### src/hdl/serial_status_pkg.sv
// Behaviour
// - status register loads 87h on reset and on standby entry.
// - software clears flags only by writing 0; writing 1 changes nothing.
// - tx-empty flag clears on write 0 only after being read as 1.
// - tx-empty flag clears when the transfer controller writes the buffer.
// - tx-empty flag sets when buffer moves into the shift register.
// - tx-empty flag sets when transmit enable is cleared from 1 to 0.
// - rx-full flag clears on write 0 after being read as 1.
// - rx-full flag clears when the transfer controller reads the buffer.
// - rx-full flag sets only on an error-free character moved to buffer.
// - overrun flag sets when a reception completes while rx-full is set.
// - framing flag sets when the received stop bit samples 0 and rx-full is clear.
// - parity flag sets on mismatch with rx-full clear, async mode with parity only.
// - error flags clear on read-then-write-0, reset or standby.
// - status bits 2..0 cannot be written and read as 1.
// - 8-bit divisor with prescaler sets rate; resets to FFh.
// - prescaler code 0..3 divides the system clock by 1, 4, 16, 64.
// - async bit rate is clock / (64 * 4^n * (divisor + 1)).
// - sync bit rate is clock / (8 * 4^n * (divisor + 1)).
// - rx interrupt enable gates rx-complete and rx-error; tx interrupt enable gates tx-empty.
package serial_status_pkg;

  // ==========================================================
  // register map (word indices; byte address is index * 4)
  localparam logic [15:0] BIT_RATE_DIVISOR_IDX   = 16'hFFD9;
  localparam logic [15:0] SERIAL_LINE_STATUS_IDX = 16'hFFDC;
  localparam logic [15:0] SERIAL_CONTROL_IDX     = 16'hFFE0;
  localparam int          IDX_LSB                = 2;

  // ==========================================================
  // reset values
  localparam logic [7:0] STATUS_RESET  = 8'h87;
  localparam logic [7:0] DIVISOR_RESET = 8'hFF;
  localparam logic [7:0] CTRL_RESET    = 8'h00;
  localparam logic [2:0] STATUS_FIXED  = 3'h7;

  // ==========================================================
  // status flag vector positions (flag vector = status bits 7..3)
  localparam int FLAG_LSB    = 3;
  localparam int F_TX_EMPTY  = 4;
  localparam int F_RX_FULL   = 3;
  localparam int F_OVERRUN   = 2;
  localparam int F_FRAMING   = 1;
  localparam int F_PARITY    = 0;

  // ==========================================================
  // control register fields
  localparam int C_PRESC_LO  = 0;
  localparam int C_PRESC_HI  = 1;
  localparam int C_SYNC_MODE = 2;
  localparam int C_PARITY_EN = 3;
  localparam int C_TX_EN     = 5;
  localparam int C_RX_IE     = 6;
  localparam int C_TX_IE     = 7;

  // ==========================================================
  // bit rate generator
  localparam logic [5:0] PRESC_MASK_DIV1  = 6'h00;
  localparam logic [5:0] PRESC_MASK_DIV4  = 6'h03;
  localparam logic [5:0] PRESC_MASK_DIV16 = 6'h0F;
  localparam logic [5:0] PRESC_MASK_DIV64 = 6'h3F;
  localparam logic [5:0] ASYNC_POST_LAST  = 6'h3F;
  localparam logic [5:0] SYNC_POST_LAST   = 6'h07;

  // ==========================================================
  // bus responses
  localparam logic [1:0] RESP_OKAY   = 2'h0;
  localparam logic [1:0] RESP_SLVERR = 2'h2;

endpackage : serial_status_pkg

### src/hdl/bit_rate_gen.sv
module bit_rate_gen
  import serial_status_pkg::*;
(
  // clock and reset
  input  wire logic       mclk_in,
  input  wire logic       nrst_in,
  input  wire logic       standby_in,
  // settings
  input  wire logic [1:0] prescale_sel_in,
  input  wire logic [7:0] divisor_in,
  // output
  output logic            gen_tick_out
);
  import serial_status_pkg::*;

  typedef struct packed {
    logic [5:0] presc_cnt;
    logic [7:0] div_cnt;
    logic       tick;
  } gen_state_type;

  gen_state_type q;
  gen_state_type n;
  logic [5:0]    mask;
  logic          presc_tick;

  always_comb begin
    case (prescale_sel_in)
      2'h0:    mask = PRESC_MASK_DIV1;
      2'h1:    mask = PRESC_MASK_DIV4;
      2'h2:    mask = PRESC_MASK_DIV16;
      2'h3:    mask = PRESC_MASK_DIV64;
      default: mask = PRESC_MASK_DIV1;
    endcase
    presc_tick = ((q.presc_cnt & mask) == mask);
  end

  always_comb begin
    n           = q;
    n.tick      = 1'b0;
    n.presc_cnt = q.presc_cnt + 6'h01;
    if (presc_tick) begin
      if (q.div_cnt == 8'h00) begin
        n.div_cnt = divisor_in;
        n.tick    = 1'b1;
      end else begin
        n.div_cnt = q.div_cnt - 8'h01;
      end
    end
    // standby restarts the divider chain from a clean phase
    if (standby_in) begin
      n = '0;
    end
  end

  always_ff @(posedge mclk_in or negedge nrst_in) begin
    if (!nrst_in) begin
      q <= '0;
    end else begin
      q <= n;
    end
  end

  assign gen_tick_out = q.tick;

endmodule // bit_rate_gen

### src/hdl/serial_status_and_bit_rate.sv
module serial_status_and_bit_rate
  import serial_status_pkg::*;
#(
  parameter int ADDR_W = 18
)(
  // clock and reset
  input  wire logic              mclk_in,
  input  wire logic              nrst_in,
  input  wire logic              standby_in,
  // axi4-lite write address / data / response
  input  wire logic              s_axi_awvalid_in,
  output logic                   s_axi_awready_out,
  input  wire logic [ADDR_W-1:0] s_axi_awaddr_in,
  input  wire logic              s_axi_wvalid_in,
  output logic                   s_axi_wready_out,
  input  wire logic [31:0]       s_axi_wdata_in,
  input  wire logic [3:0]        s_axi_wstrb_in,
  output logic                   s_axi_bvalid_out,
  input  wire logic              s_axi_bready_in,
  output logic [1:0]             s_axi_bresp_out,
  // axi4-lite read address / data
  input  wire logic              s_axi_arvalid_in,
  output logic                   s_axi_arready_out,
  input  wire logic [ADDR_W-1:0] s_axi_araddr_in,
  output logic                   s_axi_rvalid_out,
  input  wire logic              s_axi_rready_in,
  output logic [31:0]            s_axi_rdata_out,
  output logic [1:0]             s_axi_rresp_out,
  // shifter and transfer controller events
  input  wire logic              tx_load_in,
  input  wire logic              xfer_tx_write_in,
  input  wire logic              xfer_rx_read_in,
  input  wire logic              rx_done_in,
  input  wire logic              rx_stop_bit_in,
  input  wire logic              rx_parity_bad_in,
  // to the rest of the interface
  output logic                   rx_buffer_load_out,
  output logic                   bit_tick_out,
  output logic                   transmit_enable_out,
  output logic                   sync_mode_out,
  output logic                   rx_complete_request_out,
  output logic                   rx_error_request_out,
  output logic                   tx_empty_request_out
);
  import serial_status_pkg::*;

  typedef struct packed {
    logic              aw_held;
    logic [ADDR_W-1:0] aw_addr;
    logic              w_held;
    logic [7:0]        w_byte;
    logic              w_lane;
    logic              bvalid;
    logic [1:0]        bresp;
    logic              rvalid;
    logic [7:0]        rdata;
    logic [1:0]        rresp;
    logic [4:0]        flags;
    logic [4:0]        armed;
    logic [7:0]        divisor;
    logic [7:0]        ctrl;
    logic [5:0]        post_cnt;
    logic              bit_tick;
    logic              rx_load;
  } state_type;

  state_type   q;
  state_type   n;
  logic        gen_tick;
  logic [15:0] ar_idx;
  logic [15:0] aw_idx;
  logic        do_wr;
  logic        tx_en_fall;
  logic [4:0]  sw_clr;
  logic [4:0]  hw_set;
  logic [4:0]  hw_clr;
  logic        framing_hit;
  logic        parity_hit;

  // ==========================================================
  // bit rate generator
  bit_rate_gen u_gen (
    .mclk_in         (mclk_in),
    .nrst_in         (nrst_in),
    .standby_in      (standby_in),
    .prescale_sel_in ({q.ctrl[C_PRESC_HI], q.ctrl[C_PRESC_LO]}),
    .divisor_in      (q.divisor),
    .gen_tick_out    (gen_tick)
  );

  assign ar_idx = s_axi_araddr_in[IDX_LSB +: 16];
  assign aw_idx = q.aw_addr[IDX_LSB +: 16];
  assign do_wr  = q.aw_held && q.w_held && !q.bvalid;

  // ==========================================================
  // next state
  always_comb begin
    n          = q;
    n.bit_tick = 1'b0;
    n.rx_load  = 1'b0;
    sw_clr     = '0;
    hw_set     = '0;
    hw_clr     = '0;
    tx_en_fall = 1'b0;
    framing_hit = 1'b0;
    parity_hit  = 1'b0;

    // read channel: one read in flight, answer one cycle after address
    if (q.rvalid && s_axi_rready_in) begin
      n.rvalid = 1'b0;
    end
    if (s_axi_arvalid_in && !q.rvalid) begin
      n.rvalid = 1'b1;
      n.rresp  = RESP_OKAY;
      case (ar_idx)
        BIT_RATE_DIVISOR_IDX: n.rdata = q.divisor;
        SERIAL_LINE_STATUS_IDX: begin
          n.rdata = {q.flags, STATUS_FIXED};
          // a flag seen as 1 may now be cleared by writing 0
          n.armed = q.armed | q.flags;
        end
        SERIAL_CONTROL_IDX: n.rdata = q.ctrl;
        default: begin
          n.rdata = 8'h00;
          n.rresp = RESP_SLVERR;
        end
      endcase
    end

    // write channel: address and data taken in either order
    if (q.bvalid && s_axi_bready_in) begin
      n.bvalid = 1'b0;
    end
    if (s_axi_awvalid_in && !q.aw_held) begin
      n.aw_held = 1'b1;
      n.aw_addr = s_axi_awaddr_in;
    end
    if (s_axi_wvalid_in && !q.w_held) begin
      n.w_held = 1'b1;
      n.w_byte = s_axi_wdata_in[7:0];
      n.w_lane = s_axi_wstrb_in[0];
    end
    if (do_wr) begin
      n.aw_held = 1'b0;
      n.w_held  = 1'b0;
      n.bvalid  = 1'b1;
      n.bresp   = RESP_OKAY;
      case (aw_idx)
        BIT_RATE_DIVISOR_IDX: begin
          if (q.w_lane) begin
            n.divisor = q.w_byte;
          end
        end
        SERIAL_LINE_STATUS_IDX: begin
          // only zeros clear, and only armed flags; ones are ignored
          if (q.w_lane) begin
            sw_clr = q.armed & ~q.w_byte[7:FLAG_LSB];
          end
        end
        SERIAL_CONTROL_IDX: begin
          if (q.w_lane) begin
            n.ctrl     = q.w_byte;
            tx_en_fall = q.ctrl[C_TX_EN] && !q.w_byte[C_TX_EN];
          end
        end
        default: n.bresp = RESP_SLVERR;
      endcase
    end

    // transmit side
    hw_set[F_TX_EMPTY] = tx_load_in || tx_en_fall;
    hw_clr[F_TX_EMPTY] = xfer_tx_write_in;

    // receive side: a busy buffer keeps the old byte
    hw_clr[F_RX_FULL] = xfer_rx_read_in;
    if (rx_done_in) begin
      if (q.flags[F_RX_FULL]) begin
        hw_set[F_OVERRUN] = 1'b1;
      end else begin
        framing_hit = !rx_stop_bit_in;
        parity_hit  = !q.ctrl[C_SYNC_MODE] && q.ctrl[C_PARITY_EN]
                      && rx_parity_bad_in;
        hw_set[F_FRAMING] = framing_hit;
        hw_set[F_PARITY]  = parity_hit;
        hw_set[F_RX_FULL] = !framing_hit && !parity_hit;
        n.rx_load         = !framing_hit && !parity_hit;
      end
    end

    // a set in the same cycle as a clear wins
    n.flags = (q.flags & ~sw_clr & ~hw_clr) | hw_set;
    n.armed = n.armed & n.flags & ~sw_clr & ~hw_clr;

    // post divider: 64 in async, 8 in sync
    if (gen_tick) begin
      if (q.post_cnt == (q.ctrl[C_SYNC_MODE] ? SYNC_POST_LAST
                                              : ASYNC_POST_LAST)) begin
        n.post_cnt = '0;
        n.bit_tick = 1'b1;
      end else begin
        n.post_cnt = q.post_cnt + 6'h01;
      end
    end

    if (standby_in) begin
      n.flags    = STATUS_RESET[7:FLAG_LSB];
      n.armed    = '0;
      n.divisor  = DIVISOR_RESET;
      n.ctrl     = CTRL_RESET;
      n.post_cnt = '0;
      n.bit_tick = 1'b0;
      n.rx_load  = 1'b0;
    end
  end

  always_ff @(posedge mclk_in or negedge nrst_in) begin
    if (!nrst_in) begin
      q         <= '0;
      q.flags   <= STATUS_RESET[7:FLAG_LSB];
      q.divisor <= DIVISOR_RESET;
      q.ctrl    <= CTRL_RESET;
    end else begin
      q <= n;
    end
  end

  // ==========================================================
  // outputs
  assign s_axi_awready_out = !q.aw_held;
  assign s_axi_wready_out  = !q.w_held;
  assign s_axi_bvalid_out  = q.bvalid;
  assign s_axi_bresp_out   = q.bresp;
  assign s_axi_arready_out = !q.rvalid;
  assign s_axi_rvalid_out  = q.rvalid;
  assign s_axi_rdata_out   = {24'h000000, q.rdata};
  assign s_axi_rresp_out   = q.rresp;

  assign rx_buffer_load_out  = q.rx_load;
  assign bit_tick_out        = q.bit_tick;
  assign transmit_enable_out = q.ctrl[C_TX_EN];
  assign sync_mode_out       = q.ctrl[C_SYNC_MODE];

  assign rx_complete_request_out = q.ctrl[C_RX_IE]
                                   && q.flags[F_RX_FULL];
  assign rx_error_request_out    = q.ctrl[C_RX_IE]
                                   && (q.flags[F_OVERRUN]
                                   || q.flags[F_FRAMING]
                                   || q.flags[F_PARITY]);
  assign tx_empty_request_out    = q.ctrl[C_TX_IE] && q.flags[F_TX_EMPTY];
endmodule // serial_status_and_bit_rate

### config.mk
export PLATFORM = sky130hd
export DESIGN_NAME = serial_status_and_bit_rate
export DESIGN_NICKNAME = d
export VERILOG_FILES = /design/src/hdl/serial_status_pkg.sv /design/src/hdl/bit_rate_gen.sv /design/src/hdl/serial_status_and_bit_rate.sv
export SDC_FILE = /design/constraint.sdc
export NUM_CORES = 1
export LEC_CHECK = 0
export BUFFER_PORTS_ARGS = -buffer_cell sky130_fd_sc_hd__buf_2
export CELL_PAD_IN_SITES_DETAIL_PLACEMENT = 1
export CELL_PAD_IN_SITES_GLOBAL_PLACEMENT = 1
export CORE_MARGIN = 10
export CORE_UTILIZATION = 39
export DETAILED_ROUTE_END_ITERATION = 7
export PLACE_DENSITY = 0.87
export SLEW_MARGIN = 15
export SYNTH_ARGS = -nofsm -noshare
export SYNTH_HDL_FRONTEND = slang
export SYNTH_SLANG_ARGS = --single-unit
### constraint.sdc
create_clock -name mclk_in -period 2 [get_ports mclk_in]
set_input_delay 0.6 -clock mclk_in [delete_from_list [all_inputs] [get_ports mclk_in]]
set_output_delay 0.6 -clock mclk_in [all_outputs]
set_load 0.03 [all_outputs]
==> results of run 1 <==
## critical path: cells and delay by family (launching register included)
| family | cells | cell delay, ns |
|---|---|---|
| flops | 1 | 0.59 |
| buf+inv | 1 | 0.21 |
| simple gates | 1 | 0.16 |
## cell usage in the layout (no fill, tap or decap), drive strengths merged, types with 4 or more instances in the layout
master	count
conb	26
and2	4
nand4	7
dfrtp	79
nor2	31
dfstp	9
a31oi	6
nand4b	5
nand2b	8
clkinvlp	4
nor4	7
buf	94
nor3b	4
clkbuf	9
a211oi	4
nand3	29
mux2i	4
o21ai	28
mux2	25
inv	18
nand3b	5
a311o	8
nor2b	7
a21oi	38
nand2	20
nor3	17
## routing by layer
layer | routed length, um | global-route usage | vias up
met5 | 7 | 0 | -
li1 | - | - | 1803
met2 | 6428 | 0.2643 | 140
met1 | 5603 | 0.1998 | 1953
met4 | 227 | 0.05754 | 2
met3 | 981 | 0.03915 | 25
## registers in the layout, indices dropped and copies added (netlist names), 8 cells and up
signal           flops
aw_idx              16
u_gen.q             14
q                   41
s_axi_rdata_out      8
## final cells by class
class	instances	area, um^2	share of cell area
Clock buffer	9	225.2	0.04156
Clock inverter	7	48.80	0.009005
Inverter	18	67.56	0.01247
Multi-Input combinational cell	335	2130	0.3930
Sequential cell	88	2213	0.4084
Tap cell	143	178.9	0.03302
Timing Repair Buffer	94	555.5	0.1025
## worst max path at each step
stage / start / slack, ns / cells after the start / to
global placement: s_axi_araddr_in[5] / 0.07 / 6 / s_axi_rresp_out[1]
finish: q[33] / 0.10 / 2 / tx_empty_request_out
CTS: q[33] / 0.10 / 2 / tx_empty_request_out
global route: u_gen.q[1] / 0.02 / 6 / u_gen.q[6]
floorplan: s_axi_araddr_in[4] / 0.09 / 5 / s_axi_rresp_out[1]
detailed placement: s_axi_araddr_in[3] / 0.01 / 6 / q[27]
## cells by family (layout without fill, tap and decap cells)
logic type / Yosys count / count (layout) / share of synthesized area
flops: 88 / 88 / 0.4722
fa+ha+maj: 3 / 3 / 0.008009
buf+inv: 77 / 128 / 0.09397
compound gates: 107 / 107 / 0.1420
other cells: 1 / 26 / 0.0008001
mux: 29 / 29 / 0.06861
xor+xnor: 6 / 6 / 0.01121
simple gates: 164 / 164 / 0.2031
## through the flow
step / setup WS, ns / instance area (um^2) / hold WS (ns) / cells
after detailed placement: 0.01174 / 5142 / 0.4974 / 678
after floorplan: 0.08870 / 4781 / 0.3044 / 500
after global routing: 0.02082 / 5419 / 0.2031 / 694
final: 0.1022 / 5419 / 0.1787 / 694
after CTS: 0.1039 / 5416 / 0.1943 / 694
after global placement: 0.06706 / 5142 / 0.4669 / 678
## power by group through the flow
stage	clock, W	sequential, W	combinational, W
3_3_place_gp	0	0.00262	0.00160
2_1_floorplan	0	0.00254	0.00134
3_5_place_dp	0	0.00268	0.00170
6_report	0.00156	0.00266	0.00172
4_1_cts	0.00160	0.00266	0.00171
5_1_grt	0.00168	0.00273	0.00188
==> results.py, run 1 <==
metrics = {
    "cells_and_area": {
        "drive_gt1_frac": 0.2795,
        "syn_to_final_growth_pct": 15.62,
        "fin_util": 0.4666,
        "antennaDiodeCount": 0,
        "nFillCells": 1362,
        "nets": 635,
    },
    "setup_path": {
        "crit_required_ns": 1.40,
        "crit_arrival_ns": 1.30,
        "rrSetupSlack_ns": 0.15,
        "worstPathMaxFanout": 5,
        "rr_worst_depth": 6,
        "max_stage_delay_ns": 0.59,
        "worst-setup-path-type": "reg -> out",
        "startpoint_type": "flip-flop",
        "crit_chain": "and2_1 > buf_2",
        "reg2reg_to": "u_gen.q[6]",
        "timing.rr.start": "u_gen.q[1]",
        "endpoint_kind": "primary output",
        "crit_slowest_cell": "dfstp_2",
    },
    "clocking": {
        "cts_hold_buf": 0,
        "cts_max_level": 3,
        "insertion_delay_ns": 0.35,
        "cts_buffers": 9,
        "cts_sinks": 88,
        "clockRootBuffer": "clkbuf_16",
        "post_cts_buffers": 0,
        "cts_tree": "done",
        "path_clk_slew_ns": 0.06,
        "clk_path_buf_depth": 2,
        "cts_resized": 0,
    },
    "yosys": {
        "synth_ff_type": "dfrtp_1",
        "netlist.area_leader.share": 0.4218,
        "ys.warnings.count": 0,
        "synth-edff-count": 0,
        "syn_inst": 475,
        "async_flop_share": 1.000,
        "netlist_area_um2": 4687,
        "yosysMostFrequentCell": "dfrtp_1",
        "synth_top_area_cell": "dfrtp_1",
        "ys_ff_latch": 88,
        "ys_seq_area_frac": 0.4722,
        "synth_common_cells": "dfrtp_1 (79), a21oi_1 (38), buf_4 (37)",
        "synthTopCellsByArea": "dfrtp_1 (42%), mux2_2 (6.0%), buf_4 (5.9%), dfstp_2 (5.0%), a21oi_1 (4.1%)",
        "yosys.cell_types.count": 67,
        "synth.avg_cell_area_um2": 9.867,
    },
    "routing": {
        "num_vias": 3923,
        "drc_errors": 0,
        "drt-pass1-iter-count": 4,
        "postRouteAntennaNets": 0,
        "routed_via_density": 5.653,
        "drt_iter0_drc": 239,
        "wl_per_cell_um": 19.09,
        "wirelength_um": 13250,
    },
    "timing": {
        "tightestPinTransition_ns": 0.5614,
        "drv_slew": 0,
        "finalCritPeriodShare": 0.9489,
        "rsz0062_at_grt": "no",
        "fin_setup_tns_ns": 0,
        "setup_violations": 0,
        "skew_ns": 0.008638,
        "maxSlewHeadroom": 0.6226,
        "fmax_ghz": 0.5269,
        "hold_viol_final": 0,
        "min_period_ns": 1.898,
    },
    "pwr": {
        "cellLeakagePower_nw": 2.348,
        "swShare": 0.3591,
        "internal_power_w": 0.003804,
        "combPwrFrac": 0.289,
        "seq_power_share": 0.448,
        "irDropWorstVdd_mv": 0.7565,
        "power.total_w": 0.005935,
        "netSwitchingPower_w": 0.002132,
        "clkPwrFrac": 0.263,
        "power_density_nw_per_um2": 1095,
    },
    "floorplanning": {
        "die_area_um2": 16800,
        "start_util": 0.4036,
        "die_x_um": 129.6,
        "coreArea_um2": 11610,
        "num_io_pins": 134,
        "core.rowCount": 39,
        "die_h_um": 129.6,
    },
    "grt": {
        "grt.overflow.total": 0,
        "grt_usage": 0.1602,
        "grt_pass1_wl_um": 21900,
        "grt_pass1_vias": 4286,
        "antenna_found_initial": 1,
        "grt_max_degree": 35,
    },
    "placement": {
        "io_buffer_count": 76,
        "dp_hpwl_um": 10120,
        "place_congestion": 0.8984,
    },
    "worst_hold_path": {
        "hp-class": "in -> async",
    },
    "flow_run": {
        "cap_violations": 0,
    },
    "status": {
        "status": "completed",
    },
}
(Power assumes the default switching activity.)
==> inputs of run 2 (changes only) <==
--- a/config.mk
+++ b/config.mk
@@ -10,8 +10,11 @@
 export CELL_PAD_IN_SITES_GLOBAL_PLACEMENT = 1
 export CORE_MARGIN = 10
 export CORE_UTILIZATION = 39
+export CTS_CLUSTER_SIZE = 28
 export DETAILED_ROUTE_END_ITERATION = 7
+export MAX_ROUTING_LAYER = met4
 export PLACE_DENSITY = 0.87
+export SETUP_SLACK_MARGIN = 0.5
 export SLEW_MARGIN = 15
 export SYNTH_ARGS = -nofsm -noshare
 export SYNTH_HDL_FRONTEND = slang
==> run 2 against run 1 <==
Against the previous run: die area unchanged; count of clock-buffer cells in the layout up 1; hold slack better by 0.077 ns; non-clock buffer count up 61; critical path type unchanged; highest routed layer is now met4.
==> results.py, run 2 (synthesized netlist as in run 1, its figures left out) <==
metrics = {
    "status": {
        "status": "completed",
    },
    "floorplanning": {
        "die_x_um": 129.6,
        "start_util": 0.4036,
        "core.rowCount": 39,
        "die_h_um": 129.6,
        "coreArea_um2": 11610,
        "num_io_pins": 134,
        "die_area_um2": 16800,
    },
    "setup_path": {
        "endpoint_kind": "primary output",
        "crit_required_ns": 1.40,
        "worst-setup-path-type": "reg -> out",
        "worstPathMaxFanout": 2,
        "timing.rr.start": "aw_idx[1]",
        "critPathLaunch": "q[33]",
        "crit_arrival_ns": 1.21,
        "startpoint_type": "flip-flop",
    },
    "placement": {
        "dp_cells": 676,
        "dp_hpwl_um": 10210,
        "io_buffer_count": 76,
        "place_congestion": 0.8742,
    },
    "routing": {
        "drc_errors": 0,
        "drt_iter0_drc": 324,
        "num_vias": 4473,
        "wirelength_um": 18630,
        "drt-pass1-iter-count": 5,
        "postRouteAntennaNets": 0,
        "routed_via_density": 5.909,
        "wl_per_cell_um": 24.61,
    },
    "cells_and_area": {
        "largest-register": "q",
        "mostFrequentLayoutCells": "dfrtp_1 (67), buf_4 (62), buf_2 (51)",
        "final_cells": 757,
        "layout_commonest_cell": "dfrtp_1",
        "largest_register_ffs": 41,
        "drive_gt1_frac": 0.5106,
        "syn_to_final_growth_pct": 43.41,
        "nets": 697,
    },
    "timing": {
        "setup_violations": 0,
        "hold_viol_final": 0,
        "min_period_ns": 1.806,
        "rsz0062_at_grt": "yes",
        "tightestPinTransition_ns": 0.5960,
        "skew_ns": 0.01251,
        "finalCritPeriodShare": 0.9030,
        "maxSlewHeadroom": 0.6026,
        "fmax_ghz": 0.5537,
        "fin_setup_tns_ns": 0,
        "drv_slew": 0,
    },
    "clocking": {
        "cts_sinks": 88,
        "cts_buffers": 9,
        "cts_max_level": 3,
        "clockRootBuffer": "clkbuf_16",
        "insertion_delay_ns": 0.36,
        "cts_tree": "done",
        "clk_path_buf_depth": 2,
        "path_clk_slew_ns": 0.07,
        "cts_hold_buf": 0,
    },
    "grt": {
        "grt.overflow.total": 0,
        "grt_max_degree": 48,
        "grt_usage": 0.2038,
        "grt_pass1_vias": 4823,
        "antenna_found_initial": 1,
        "grt_pass1_wl_um": 26080,
    },
    "pwr": {
        "power_density_nw_per_um2": 1106,
        "cellLeakagePower_nw": 2.903,
        "irDropWorstVdd_mv": 0.7727,
    },
    "flow_run": {
        "cap_violations": 0,
    },
    "worst_hold_path": {
        "hp-class": "in -> async",
    },
}
-- run 2: cell count changes in the layout (fill, tap and decap cells not counted), sizes merged, moves of 2 or more --
cell | before | now
clkinvlp | 4 | 0
bufinv | 0 | 2
buf | 94 | 155
inv | 18 | 20
-- run 2: what timing repair did --
item	CTS	global route
cloned	4	0
pin swaps	55	31
setup endpoints to repair	70	70
setup buffers	35	25
resized for setup	132	61
hold endpoints to repair	0	0
-- run 2: through the flow --
step	setup slack (ns)	hold WS [ns]	util	cell area, um^2	power, W
6_report	0.1940	0.2553	0.5788	6721	0.007433
5_1_grt	0.1742	0.2880	0.5788	6721	0.007768
4_1_cts	0.1918	0.2488	0.5392	6262	0.006900
3_5_place_dp	0.02576	0.4868	0.4465	5185	0.004404
3_3_place_gp	0.07145	0.4654	0.4465	5185	0.004275
2_1_floorplan	0.09098	0.3044	-	4873	0.003980
-- run 2: layout make-up --
type                            instances  area [um^2]
Antenna cell                            1        2.502
Clock inverter                          6        91.34
Timing Repair Buffer                  155         1237
Clock buffer                           10        229.0
Fill cell                            1252         4892
Sequential cell                        88         2228
Tap cell                              143        178.9
Inverter                               18        70.07
Multi-Input combinational cell        336         2684
-- run 2: worst max-delay path: stages (launching register included) --
cell	delay, ns
dfstp_2	0.56
and2_4	0.16
buf_6	0.13
-- run 2: path summary, 6_finish.rpt --
path / slack (ns) / cells past startpoint / end
max: 0.19 / 2 / tx_empty_request_out
min: 0.26 / 1 / u_gen.q[11]
max reg2reg: 0.29 / 7 / q[20]
min reg2reg: 0.51 / 1 / aw_idx[1]
max in group asynchronous: 1.15 / 2 / q[16]
min in group mclk_in: 0.43 / 2 / s_axi_rvalid_out
-- run 2: per-layer routing --
layer	GRT usage	vias to the layer above	wire [um]
met3	0.04608	72	908
met4	0.08664	0	864
met5	-	-	0
met1	0.2246	2257	7028
met2	0.3482	210	9827
li1	-	1934	-
-- run 2: report_power, final --
group,switching (W),internal (W)
clock,0.000755,0.00110
combinational,0.00141,0.00137
sequential,0.000571,0.00222
